File: src/ppsm_defs.vh
/*
 * Constants for the parallel-port strap pin multiplexer.
 * Assumes inclusion by bare name from the design files.
 */
`ifndef PPSM_DEFS_VH
`define PPSM_DEFS_VH

// ****************************************
// Pin function codes
// ****************************************
`define PPSM_FUNC_GPIO      1'h0
`define PPSM_FUNC_MEM       1'h1

// ****************************************
// Shared pin layout
// ****************************************
`define PPSM_NUM_PINS       5
`define PPSM_PIN_BYTE_EN_TWO    0
`define PPSM_PIN_BYTE_EN_THREE  1
`define PPSM_PIN_CLK_EN         2
`define PPSM_PIN_OUT_EN_SPACE3  3
`define PPSM_PIN_HOLD           4

// ****************************************
// Memory output idle level after reset
// ****************************************
`define PPSM_MEM_IDLE       1'h1

// ****************************************
// Synchroniser depth
// ****************************************
`define PPSM_SYNC_STAGES    2

`endif

File: src/ppsm_sync.v
/*
 * Two-flop synchroniser for pin-level inputs.
 * Assumes a single clock and synchronous active-low reset.
 */
`timescale 1ns/1ps
`include "ppsm_defs.vh"

module ppsm_sync #(
    parameter WIDTH = 1
) (
    input  wire             clock,
    input  wire             rst_n,
    input  wire [WIDTH-1:0] async_in,
    output wire [WIDTH-1:0] sync_out
);

    // ****************************************
    // Two stages
    // ****************************************
    reg [WIDTH-1:0] meta_r;
    reg [WIDTH-1:0] stable_r;

    always @(posedge clock) begin
        if (!rst_n) begin
            meta_r   <= {WIDTH{1'h0}};
            stable_r <= {WIDTH{1'h0}};
        end else begin
            meta_r   <= async_in;
            stable_r <= meta_r;
        end
    end

    assign sync_out = stable_r;

endmodule

File: src/ppsm_pin_mux.v
/*
 * Reset-strapped multiplexer for five shared parallel-port pins.
 * Pins 0-3 are parallel I/O lines or external memory control signals; pin four is a parallel I/O line or the bus hold request input.
 * Assumes pins resolve through tristate logic outside; single clock.
 */
`timescale 1ns/1ps
`include "ppsm_defs.vh"

module ppsm_pin_mux (
    input  wire       clock,
    input  wire       rst_n,
    input  wire       function_strap_input,
    input  wire [4:0] shared_pin_in,
    output wire [4:0] shared_pin_out,
    output wire [4:0] shared_pin_oe,
    input  wire [4:0] gpio_out,
    input  wire [4:0] gpio_dir_out,
    output wire [4:0] gpio_in,
    input  wire       mem_byte_enable_two,
    input  wire       mem_byte_enable_three,
    input  wire       sync_dram_clock_enable,
    input  wire       sync_output_enable_space3,
    input  wire       mem_outputs_valid,
    output wire       bus_takeover_request,
    input  wire       hold_granted,
    output wire       bus_takeover_ack,
    output wire       mem_bus_float,
    output wire       mem_mode
);

    // ****************************************
    // Local codes
    // ****************************************
    localparam [1:0] HOLD_OFF = 2'h0;
    localparam [1:0] HOLD_ON  = 2'h1;

    // ****************************************
    // Functions
    // ****************************************
    // Word passed only while its condition holds
    function [4:0] mode_gate;
        input       keep_word;
        input [4:0] word;
        begin
            if (keep_word) begin
                mode_gate = word;
            end else begin
                mode_gate = 5'h00;
            end
        end
    endfunction

    // Memory controls in pin order, idle high until valid
    function [4:0] mem_pin_word;
        input valid;
        input byte_two;
        input byte_three;
        input clk_en;
        input out_en;
        begin
            mem_pin_word                          = 5'h00;
            mem_pin_word[`PPSM_PIN_BYTE_EN_TWO]   = valid ? byte_two   : `PPSM_MEM_IDLE;
            mem_pin_word[`PPSM_PIN_BYTE_EN_THREE] = valid ? byte_three : `PPSM_MEM_IDLE;
            mem_pin_word[`PPSM_PIN_CLK_EN]        = valid ? clk_en     : `PPSM_MEM_IDLE;
            mem_pin_word[`PPSM_PIN_OUT_EN_SPACE3] = valid ? out_en     : `PPSM_MEM_IDLE;
        end
    endfunction

    // Memory pins driven unless handed over; hold pin never driven
    function [4:0] mem_oe_word;
        input float_bus;
        begin
            mem_oe_word                 = {5{~float_bus}};
            mem_oe_word[`PPSM_PIN_HOLD] = 1'h0;
        end
    endfunction

    // ****************************************
    // Strap synchroniser
    // ****************************************
    // No reset: strap must be seen while reset is held
    reg strap_meta_r;
    reg strap_sync_r;

    always @(posedge clock) begin
        strap_meta_r <= function_strap_input;
        strap_sync_r <= strap_meta_r;
    end

    // ****************************************
    // Pin synchroniser
    // ****************************************
    wire [4:0] pin_sync;

    ppsm_sync #(
        .WIDTH (`PPSM_NUM_PINS)
    ) ppsm_sync_i (
        .clock    (clock),
        .rst_n    (rst_n),
        .async_in (shared_pin_in),
        .sync_out (pin_sync)
    );

    // ****************************************
    // Strap capture
    // ****************************************
    reg func_sel_r;
    reg in_reset_r;
    reg drive_en_r;

    // Sample during reset, freeze on release
    always @(posedge clock) begin
        if (!rst_n) begin
            in_reset_r <= 1'h1;
            drive_en_r <= 1'h0;
            func_sel_r <= strap_sync_r;
        end else begin
            in_reset_r <= 1'h0;
            drive_en_r <= 1'h1;
            func_sel_r <= func_sel_r;
        end
    end

    assign mem_mode = func_sel_r;

    // ****************************************
    // Hold handshake
    // ****************************************
    reg  [1:0] hold_state_r;
    reg  [1:0] hold_state_nxt;
    wire       hold_want;

    // Hold request read only in memory mode
    assign bus_takeover_request = (func_sel_r == `PPSM_FUNC_MEM) & drive_en_r
                                  & pin_sync[`PPSM_PIN_HOLD];
    assign hold_want            = bus_takeover_request & hold_granted;

    always @* begin
        case (hold_state_r)
            HOLD_OFF: begin
                if (hold_want) begin
                    hold_state_nxt = HOLD_ON;
                end else begin
                    hold_state_nxt = HOLD_OFF;
                end
            end
            HOLD_ON: begin
                // Stay while both sides still want it
                if (hold_want) begin
                    hold_state_nxt = HOLD_ON;
                end else begin
                    hold_state_nxt = HOLD_OFF;
                end
            end
            default: begin
                hold_state_nxt = HOLD_OFF;
            end
        endcase
    end

    always @(posedge clock) begin
        if (!rst_n) begin
            hold_state_r <= HOLD_OFF;
        end else begin
            hold_state_r <= hold_state_nxt;
        end
    end

    // Same edge as the memory pin enables drop
    assign bus_takeover_ack = (hold_state_r == HOLD_ON);
    assign mem_bus_float    = (hold_state_r == HOLD_ON);

    // ****************************************
    // Parallel I/O path
    // ****************************************
    reg  [4:0] gpio_dir_r;
    reg  [4:0] gpio_dir_nxt;
    reg  [4:0] gpio_in_r;
    reg  [4:0] gpio_in_nxt;

    // Direction kept at input on the release edge
    always @* begin
        gpio_dir_nxt = mode_gate(~in_reset_r, gpio_dir_out);
        gpio_in_nxt  = mode_gate(func_sel_r == `PPSM_FUNC_GPIO, pin_sync);
    end

    always @(posedge clock) begin
        if (!rst_n) begin
            gpio_dir_r <= 5'h00;
            gpio_in_r  <= 5'h00;
        end else begin
            gpio_dir_r <= gpio_dir_nxt;
            gpio_in_r  <= gpio_in_nxt;
        end
    end

    assign gpio_in = gpio_in_r;

    // ****************************************
    // Pin multiplexing
    // ****************************************
    reg  [4:0] pin_out_r;
    reg  [4:0] pin_out_nxt;
    reg  [4:0] pin_oe_r;
    reg  [4:0] pin_oe_nxt;

    always @* begin
        if (func_sel_r == `PPSM_FUNC_MEM) begin
            pin_out_nxt = mem_pin_word(mem_outputs_valid, mem_byte_enable_two, mem_byte_enable_three,
                                       sync_dram_clock_enable, sync_output_enable_space3);
            pin_oe_nxt  = mem_oe_word(hold_state_nxt == HOLD_ON);
        end else begin
            pin_out_nxt = gpio_out;
            pin_oe_nxt  = mode_gate(~in_reset_r, gpio_dir_r);
        end
    end

    always @(posedge clock) begin
        if (!rst_n) begin
            pin_out_r <= 5'h00;
            pin_oe_r  <= 5'h00;
        end else begin
            pin_out_r <= pin_out_nxt;
            pin_oe_r  <= pin_oe_nxt;
        end
    end

    assign shared_pin_out = pin_out_r;
    assign shared_pin_oe  = pin_oe_r;

endmodule

File: config.mk
export PLATFORM = sky130hd
export DESIGN_NAME = ppsm_pin_mux
export DESIGN_NICKNAME = d
export VERILOG_FILES = /design/src/ppsm_sync.v /design/src/ppsm_pin_mux.v
export VERILOG_INCLUDE_DIRS = /design/src
export SDC_FILE = /design/constraint.sdc
export NUM_CORES = 1
export LEC_CHECK = 0
export BUFFER_PORTS_ARGS = -buffer_cell sky130_fd_sc_hd__buf_4
export CAP_MARGIN = 20
export CELL_PAD_IN_SITES_DETAIL_PLACEMENT = 0
export CELL_PAD_IN_SITES_GLOBAL_PLACEMENT = 2
export CORE_ASPECT_RATIO = 0.8
export CORE_MARGIN = 10
export CORE_UTILIZATION = 30
export CTS_CLUSTER_SIZE = 28
export DETAILED_ROUTE_END_ITERATION = 16
export GPL_TIMING_DRIVEN = 0
export HOLD_SLACK_MARGIN = 0.06
export MAX_ROUTING_LAYER = met4
export PLACE_DENSITY_LB_ADDON = 0.12
export RECOVER_POWER = 50
export SYNTH_ARGS = -nofsm -noshare
export SYNTH_HDL_FRONTEND = slang
export SYNTH_SLANG_ARGS = --single-unit
File: constraint.sdc
create_clock -name clock -period 3.4 [get_ports clock]
set_clock_uncertainty 0.1 [all_clocks]
set_input_delay 0.34 -clock clock [delete_from_list [all_inputs] [get_ports clock]]
set_output_delay 0.34 -clock clock [all_outputs]
set_load 0.01 [all_outputs]
==> results of run 1 <==
area by class of cell:
cell class,instances,area [um2]
Tap cell,42,52.55
Clock buffer,8,90.09
Sequential cell,36,730.7
Buffer,3,15.01
Inverter,2,7.507
Fill cell,346,1887
Multi-Input combinational cell,40,271.5
Timing Repair Buffer,43,321.6
worst max path at each step:
stage | endpoint | slack (ns) | startpoint | cells past startpoint
2_1_floorplan | bus_takeover_request | 2.11 | mem_mode | 2
3_3_place_gp | bus_takeover_request | 2.03 | mem_mode | 3
5_1_grt | bus_takeover_request | 1.46 | mem_mode | 3
4_1_cts | bus_takeover_request | 1.69 | mem_mode | 3
3_5_place_dp | bus_takeover_request | 2.01 | mem_mode | 3
6_report | bus_takeover_request | 1.59 | mem_mode | 3
routing by layer:
layer,up-vias,track usage,wire length [um]
met5,-,-,0
met4,0,0.04927,38
met3,6,0.04353,201
met2,36,0.09975,935
met1,317,0.09144,1071
li1,364,-,-
power breakdown:
part	internal, mW	switching [mW]
Combinational	0.0372	0.0241
Clock	0.165	0.133
Sequential	0.443	0.00492
Total	0.645	0.162
cell families (layout without fill, tap and decap cells):
logic type             Yosys count  after routing  synth area share
AOI/OAI and AO/OA                9              9           0.07692
buffers and inverters            5             56           0.02644
DFF                             36             36            0.7019
and+or+nand+nor                 31             31            0.1947
cell usage in the layout (no fill, tap or decap), drive strengths merged, types with 2 or more instances in the layout:
cell,synthesis,final
and2,22,22
and3,2,2
buf,3,41
clkbuf,0,12
dfxtp,35,35
inv,2,2
nand2,2,2
o221a,3,3
o2bb2ai,4,4
per-stage QoR:
stage | cell area [um2] | cells | hold slack [ns] | power (mW)
after detailed placement | 1409 | 165 | 0.2143 | 0.5221
after floorplan | 1041 | 81 | 0.2096 | 0.4811
after global routing | 1489 | 174 | 0.1503 | 0.8472
final | 1489 | 174 | 0.1585 | 0.8074
after global placement | 1409 | 165 | 0.2131 | 0.5207
after CTS | 1509 | 174 | 0.1448 | 0.8251
state kept, by name (all words and copies together), names as in the netlist:
register / flops
ppsm_sync_i.sync_out: 5
strap_meta_r: 1
ppsm_sync_i.meta_r: 5
gpio_in: 5
shared_pin_out: 5
drive_en_r: 1
in_reset_r: 1
shared_pin_oe: 5
strap_sync_r: 1
gpio_dir_r: 5
mem_mode: 1
hold_state_r: 1
critical path: cells and delay by family, from the launching register on:
family                 cells  cell delay (ns)
buffers and inverters      2             0.48
flip-flops                 1             0.38
AND/OR/NAND/NOR            1             0.23
==> impl_metrics.ini, run 1 <==
[outcome]
status = completed

[setup_path]
critical_path_max_stage_delay_ns = 0.38
setup.worst_path.end_class = primary output
worst_r2r_endpoint = shared_pin_out[3]
worstPathMaxFanout = 10
critical_path.cell_chain = clkbuf_1 -> and3_1 -> buf_4
cp.required_ns = 2.96
cp_slowest_cell = sky130_fd_sc_hd__edfxtp_1
startpoint_kind_of_the_worst_setup_timing_path = register
reg2reg_depth = 3
worst-r2r-setup-slack_ns = 2.01
arrival_ns = 1.37
critPathKind = register to primary output
timing.rr.start = mem_mode

[flow_run]
maxCapViolCount = 0

[placed_design]
detailed_place_hpwl_mm = 1.723
gp_routability_congestion = 0.7332
dp_worst_setup_slack_ns = 2.008
port_buffers = 42

[global_route]
antenna_found_initial = 0
grt_max_degree = 12
wire_length_of_the_first_global_routing_pass_mm = 3.574
grt.total_usage = 0.07811
grt-ovfl-total = 0
first_global_vias = 714

[clocking]
cts-root-buf = sky130_fd_sc_hd__clkbuf_8
postCtsHoldBufs = 1
cts_max_path_buffers = 2
postCtsResizedCells = 0
ctsHtreeMaxLevel = 2
worst_skew_pair.late_latency_ns = 0.28
cts.sinks = 36
worst_setup_hold_path_clk_slew_ns = 0.06
cts_made_buffers = 5
postCtsSetupBuffers = 0
tritoncts_clock_tree = yes

[hold_path]
timing.hold.worst_path_depth = 2
hp-class = primary input to register
hp-start = gpio_out[4]
whs_endpoint = shared_pin_out[4]

[pwr]
power.static_leakage_nw = 0.6763
vdd_drop_max_mv = 0.2599
power.density_nw_per_um2 = 542.3

[timing]
layout_min_cycle_time_ns = 1.813
timing.final.max_slew_violations = 0
max_clock_freq_mhz = 551.5
worst-slew-pin-transition_ns = 0.6258
report.final.hold_viol_count = 0
setup-violations-final = 0
setup_ws_ns = 1.587
timing.setup.tns_ns = 0
max-slew-margin-rel = 0.5819
finalCritPeriodShare = 0.5333
rsz_0062_raised_after_global_routing = no

[yosys]
ys_seq_area_frac = 0.7019
synthesis.yosys.warnings = 0
most_numerous_cell_types_in_the_synthesized_netlist = sky130_fd_sc_hd__dfxtp_1 (35), sky130_fd_sc_hd__and2_1 (22), sky130_fd_sc_hd__o2bb2ai_1 (4), sky130_fd_sc_hd__o221a_2 (3)
synth_largest_type_area_fraction = 0.6731
syn_inst = 81
ys_dominant_reg_cell = sky130_fd_sc_hd__dfxtp_1
syn-cell-area_um2 = 1041
syn_area_per_cell_um2 = 12.85
synth-edff-count = 1
yosys.cell_types.count = 17
synth_fp_nets = 105
ys_async_sr_fraction = 0
netlist.top_cell.by_area = sky130_fd_sc_hd__dfxtp_1
ys_top_cells_by_area = sky130_fd_sc_hd__dfxtp_1 (67%), sky130_fd_sc_hd__and2_1 (13%), sky130_fd_sc_hd__o2bb2ai_1 (3.4%), sky130_fd_sc_hd__o221a_2 (3.2%), sky130_fd_sc_hd__edfxtp_1 (2.9%)
post-synth-top-count-cell = sky130_fd_sc_hd__dfxtp_1
ys_seq_elements = 36

[cells_and_area]
antennaDiodeCount = 0
final_core_util = 0.4411
area.growth.synth_to_final_pct = 43.03
layout-drive-gt1-share = 0.3939
nNetsFinal = 155

[detailed_routing]
total_drc_errors_in_the_routed_layout = 0
routed_wirelength_mm = 2.245
drt_pre_antenna_iters = 4
dr_total_vias = 723
route.detailed.wl_per_inst_um = 12.90
drt_via_density = 4.155
antenna_left = 0
drt_iter0_markers = 18

[die]
fp.dieW_um = 85.86
placeable_core_region_um2 = 3376
row_count = 19
floorplan.die.height_um = 72.69
pin_count = 43
die-area_um2 = 6241
initial_utilization = 0.3084
Power figures use the tool's default switching activity.
==> run 2: changes to the inputs <==
Settings changed: ABC_AREA set to 1, CORE_UTILIZATION 30 to 26.
Clock period 3.4 ns to 1.8 ns, I/O delays scaled along.
==> impl_metrics.ini, run 2 <==
[setup_path]
worst_r2r_endpoint = shared_pin_out[3]
critPathKind = register to register
timing.rr.start = mem_mode
arrival_ns = 1.61
worst-r2r-setup-slack_ns = 0.25
cp.required_ns = 1.86
worstPathMaxFanout = 8
startpoint_kind_of_the_worst_setup_timing_path = register
setup.worst_path.end_class = register
reg2reg_depth = 4

[cells_and_area]
antennaDiodeCount = 0
nNetsFinal = 208
n_fill_cell = 411
area.growth.synth_to_final_pct = 60.88
finish.cell_count_without_fillers = 240
commonest_non_fill_non_tap_cells_in_the_layout = sky130_fd_sc_hd__dfxtp_1 (35), sky130_fd_sc_hd__buf_4 (26), sky130_fd_sc_hd__inv_1 (24)
layout-drive-gt1-share = 0.1892
most_frequent_standard_cell_in_the_layout_excluding_fill_and_tap_cells = sky130_fd_sc_hd__dfxtp_1

[hold_path]
whs_endpoint = strap_sync_r
timing.hold.worst_path_depth = 0
hp-class = register to register
hp-start = strap_meta_r

[global_route]
antenna_found_initial = 0
wire_length_of_the_first_global_routing_pass_mm = 4.057
grt.total_usage = 0.07467
grt-ovfl-total = 0
first_global_vias = 860
grt_max_degree = 12

[yosys]
netlist.top_cell.by_area = sky130_fd_sc_hd__dfxtp_1
ys_top_cells_by_area = sky130_fd_sc_hd__dfxtp_1 (67%), sky130_fd_sc_hd__inv_1 (8.3%), sky130_fd_sc_hd__nor2_1 (7.9%), sky130_fd_sc_hd__nand2_1 (6.5%), sky130_fd_sc_hd__edfxtp_1 (2.9%)
syn_area_per_cell_um2 = 9.257
yosys.cell_types.count = 13
synth_fp_nets = 137
ys_seq_elements = 36
synthesis.yosys.warnings = 0
synthSimpleGateAreaFrac = 0.1579
ys_async_sr_fraction = 0
muxShareOfSynthArea = 0
synth_top_family_by_area = simple AND/OR/NAND/NOR gates
ys_dominant_reg_cell = sky130_fd_sc_hd__dfxtp_1
synth_xor_xnor_area_share = 0
synth-edff-count = 1
syn_inst = 113
synth-adder-area-share = 0
ys_seq_area_frac = 0.6986
syn-cell-area_um2 = 1046
post-synth-top-count-cell = sky130_fd_sc_hd__dfxtp_1
most_numerous_cell_types_in_the_synthesized_netlist = sky130_fd_sc_hd__dfxtp_1 (35), sky130_fd_sc_hd__inv_1 (23), sky130_fd_sc_hd__nor2_1 (22), sky130_fd_sc_hd__nand2_1 (18)
synth_largest_type_area_fraction = 0.6699
synth-compound-area-share = 0.04545

[timing]
setup-violations-final = 0
layout_min_cycle_time_ns = 1.554
report.final.hold_viol_count = 0
timing.setup.tns_ns = 0
worst_hold_slack_ns = 0.2283
max_clock_freq_mhz = 643.7
timing.final.max_slew_violations = 0
worst-slew-pin-transition_ns = 0.4210
finalCritPeriodShare = 0.8631
rsz_0062_raised_after_global_routing = no
max-slew-margin-rel = 0.7193

[placed_design]
detailed_place_hpwl_mm = 1.674
placedCellCount = 210
port_buffers = 42
gp_routability_congestion = 0.7188

[detailed_routing]
drt-met1-wl_mm = 1.214
routed_wirelength_mm = 2.404
drt_pre_antenna_iters = 4
dr_total_vias = 841
met3WireLength_um = 178
drt_via_density = 3.504
antenna_left = 0
total_drc_errors_in_the_routed_layout = 0
route.detailed.wl_per_inst_um = 10.02
drt_iter0_markers = 34
wl_met2_um = 962
highest_metal_used = met4

[die]
die-area_um2 = 6976
pin_count = 43
fp.dieW_um = 90.92
row_count = 20
placeable_core_region_um2 = 3829
initial_utilization = 0.2732
floorplan.die.height_um = 76.73

[clocking]
cts.sinks = 36
cts_max_path_buffers = 2
cts-root-buf = sky130_fd_sc_hd__clkbuf_8
tritoncts_clock_tree = yes
ctsHtreeMaxLevel = 2
worst_setup_hold_path_clk_slew_ns = 0.06
worst_skew_pair.late_latency_ns = 0.27
cts_made_buffers = 5

[flow_run]
maxCapViolCount = 0

[pwr]
power.density_nw_per_um2 = 928.7
power.static_leakage_nw = 0.8206
vdd_drop_max_mv = 0.3550

[outcome]
status = completed
run 2: worst max-delay path by stage:
stage              from              endpoint  slack (ns)  depth (start not counted)
2_1_floorplan  mem_mode      shared_pin_oe[0]        0.73                          3
6_report       mem_mode     shared_pin_out[3]        0.25                          4
5_1_grt        mem_mode     shared_pin_out[3]        0.14                          4
3_3_place_gp   mem_mode  bus_takeover_request        0.60                          3
4_1_cts        mem_mode     shared_pin_out[1]        0.22                          4
3_5_place_dp   mem_mode  bus_takeover_request        0.60                          3
run 2: repair_timing:
action	in CTS	in global routing
hold buffers	22	0
gates resized for setup	0	0
setup endpoints to repair	0	0
hold endpoints to repair	18	0
buffers inserted	0	0
run 2: through the flow:
stage	setup WS, ns	util	total power, mW	cell area [um2]
floorplan	0.7256	-	0.9093	1046
global placement	0.6012	0.3735	0.9850	1430
detailed placement	0.6024	0.3735	0.9864	1430
CTS	0.2182	0.4556	1.603	1744
global route	0.1386	0.4395	1.647	1683
finish	0.2464	0.4395	1.563	1683
run 2: kinds of logic after synthesis:
| group | Yosys count |
|---|---|
| buf+inv | 26 |
| flops | 36 |
| simple gates | 42 |
| compound gates | 9 |
run 2: final cells by class:
type	count	area, um2	share of cell area
clock buffer	7	86.33	0.05130
buffer	2	11.26	0.006691
sequential	36	730.7	0.4342
multi-input combinational	51	212.7	0.1264
inverter	24	90.09	0.05353
clock inverter	1	7.507	0.004461
tap	55	68.82	0.04089
timing repair buffer	64	475.5	0.2825
run 2: metal layers:
metal,vias to the layer above,global-route usage
met2,34,0.1029
li1,466,-
met1,334,0.08622
met4,0,0.03750
met5,-,-
met3,7,0.03988
run 2: worst max-delay path, stage by stage (launching register included):
cell and delay [ns]:
sky130_fd_sc_hd__edfxtp_1 0.48, sky130_fd_sc_hd__nand2_1 0.15, sky130_fd_sc_hd__nor2_1 0.11, sky130_fd_sc_hd__nor2_1 0.05
sky130_fd_sc_hd__dlygate4sd3_1 0.55
run 2: report_power, final:
group          switching (mW)  total (mW)  internal [mW]
Combinational          0.0586       0.146         0.0872
Clock                   0.259       0.570          0.310
Sequential             0.0111       0.847          0.836
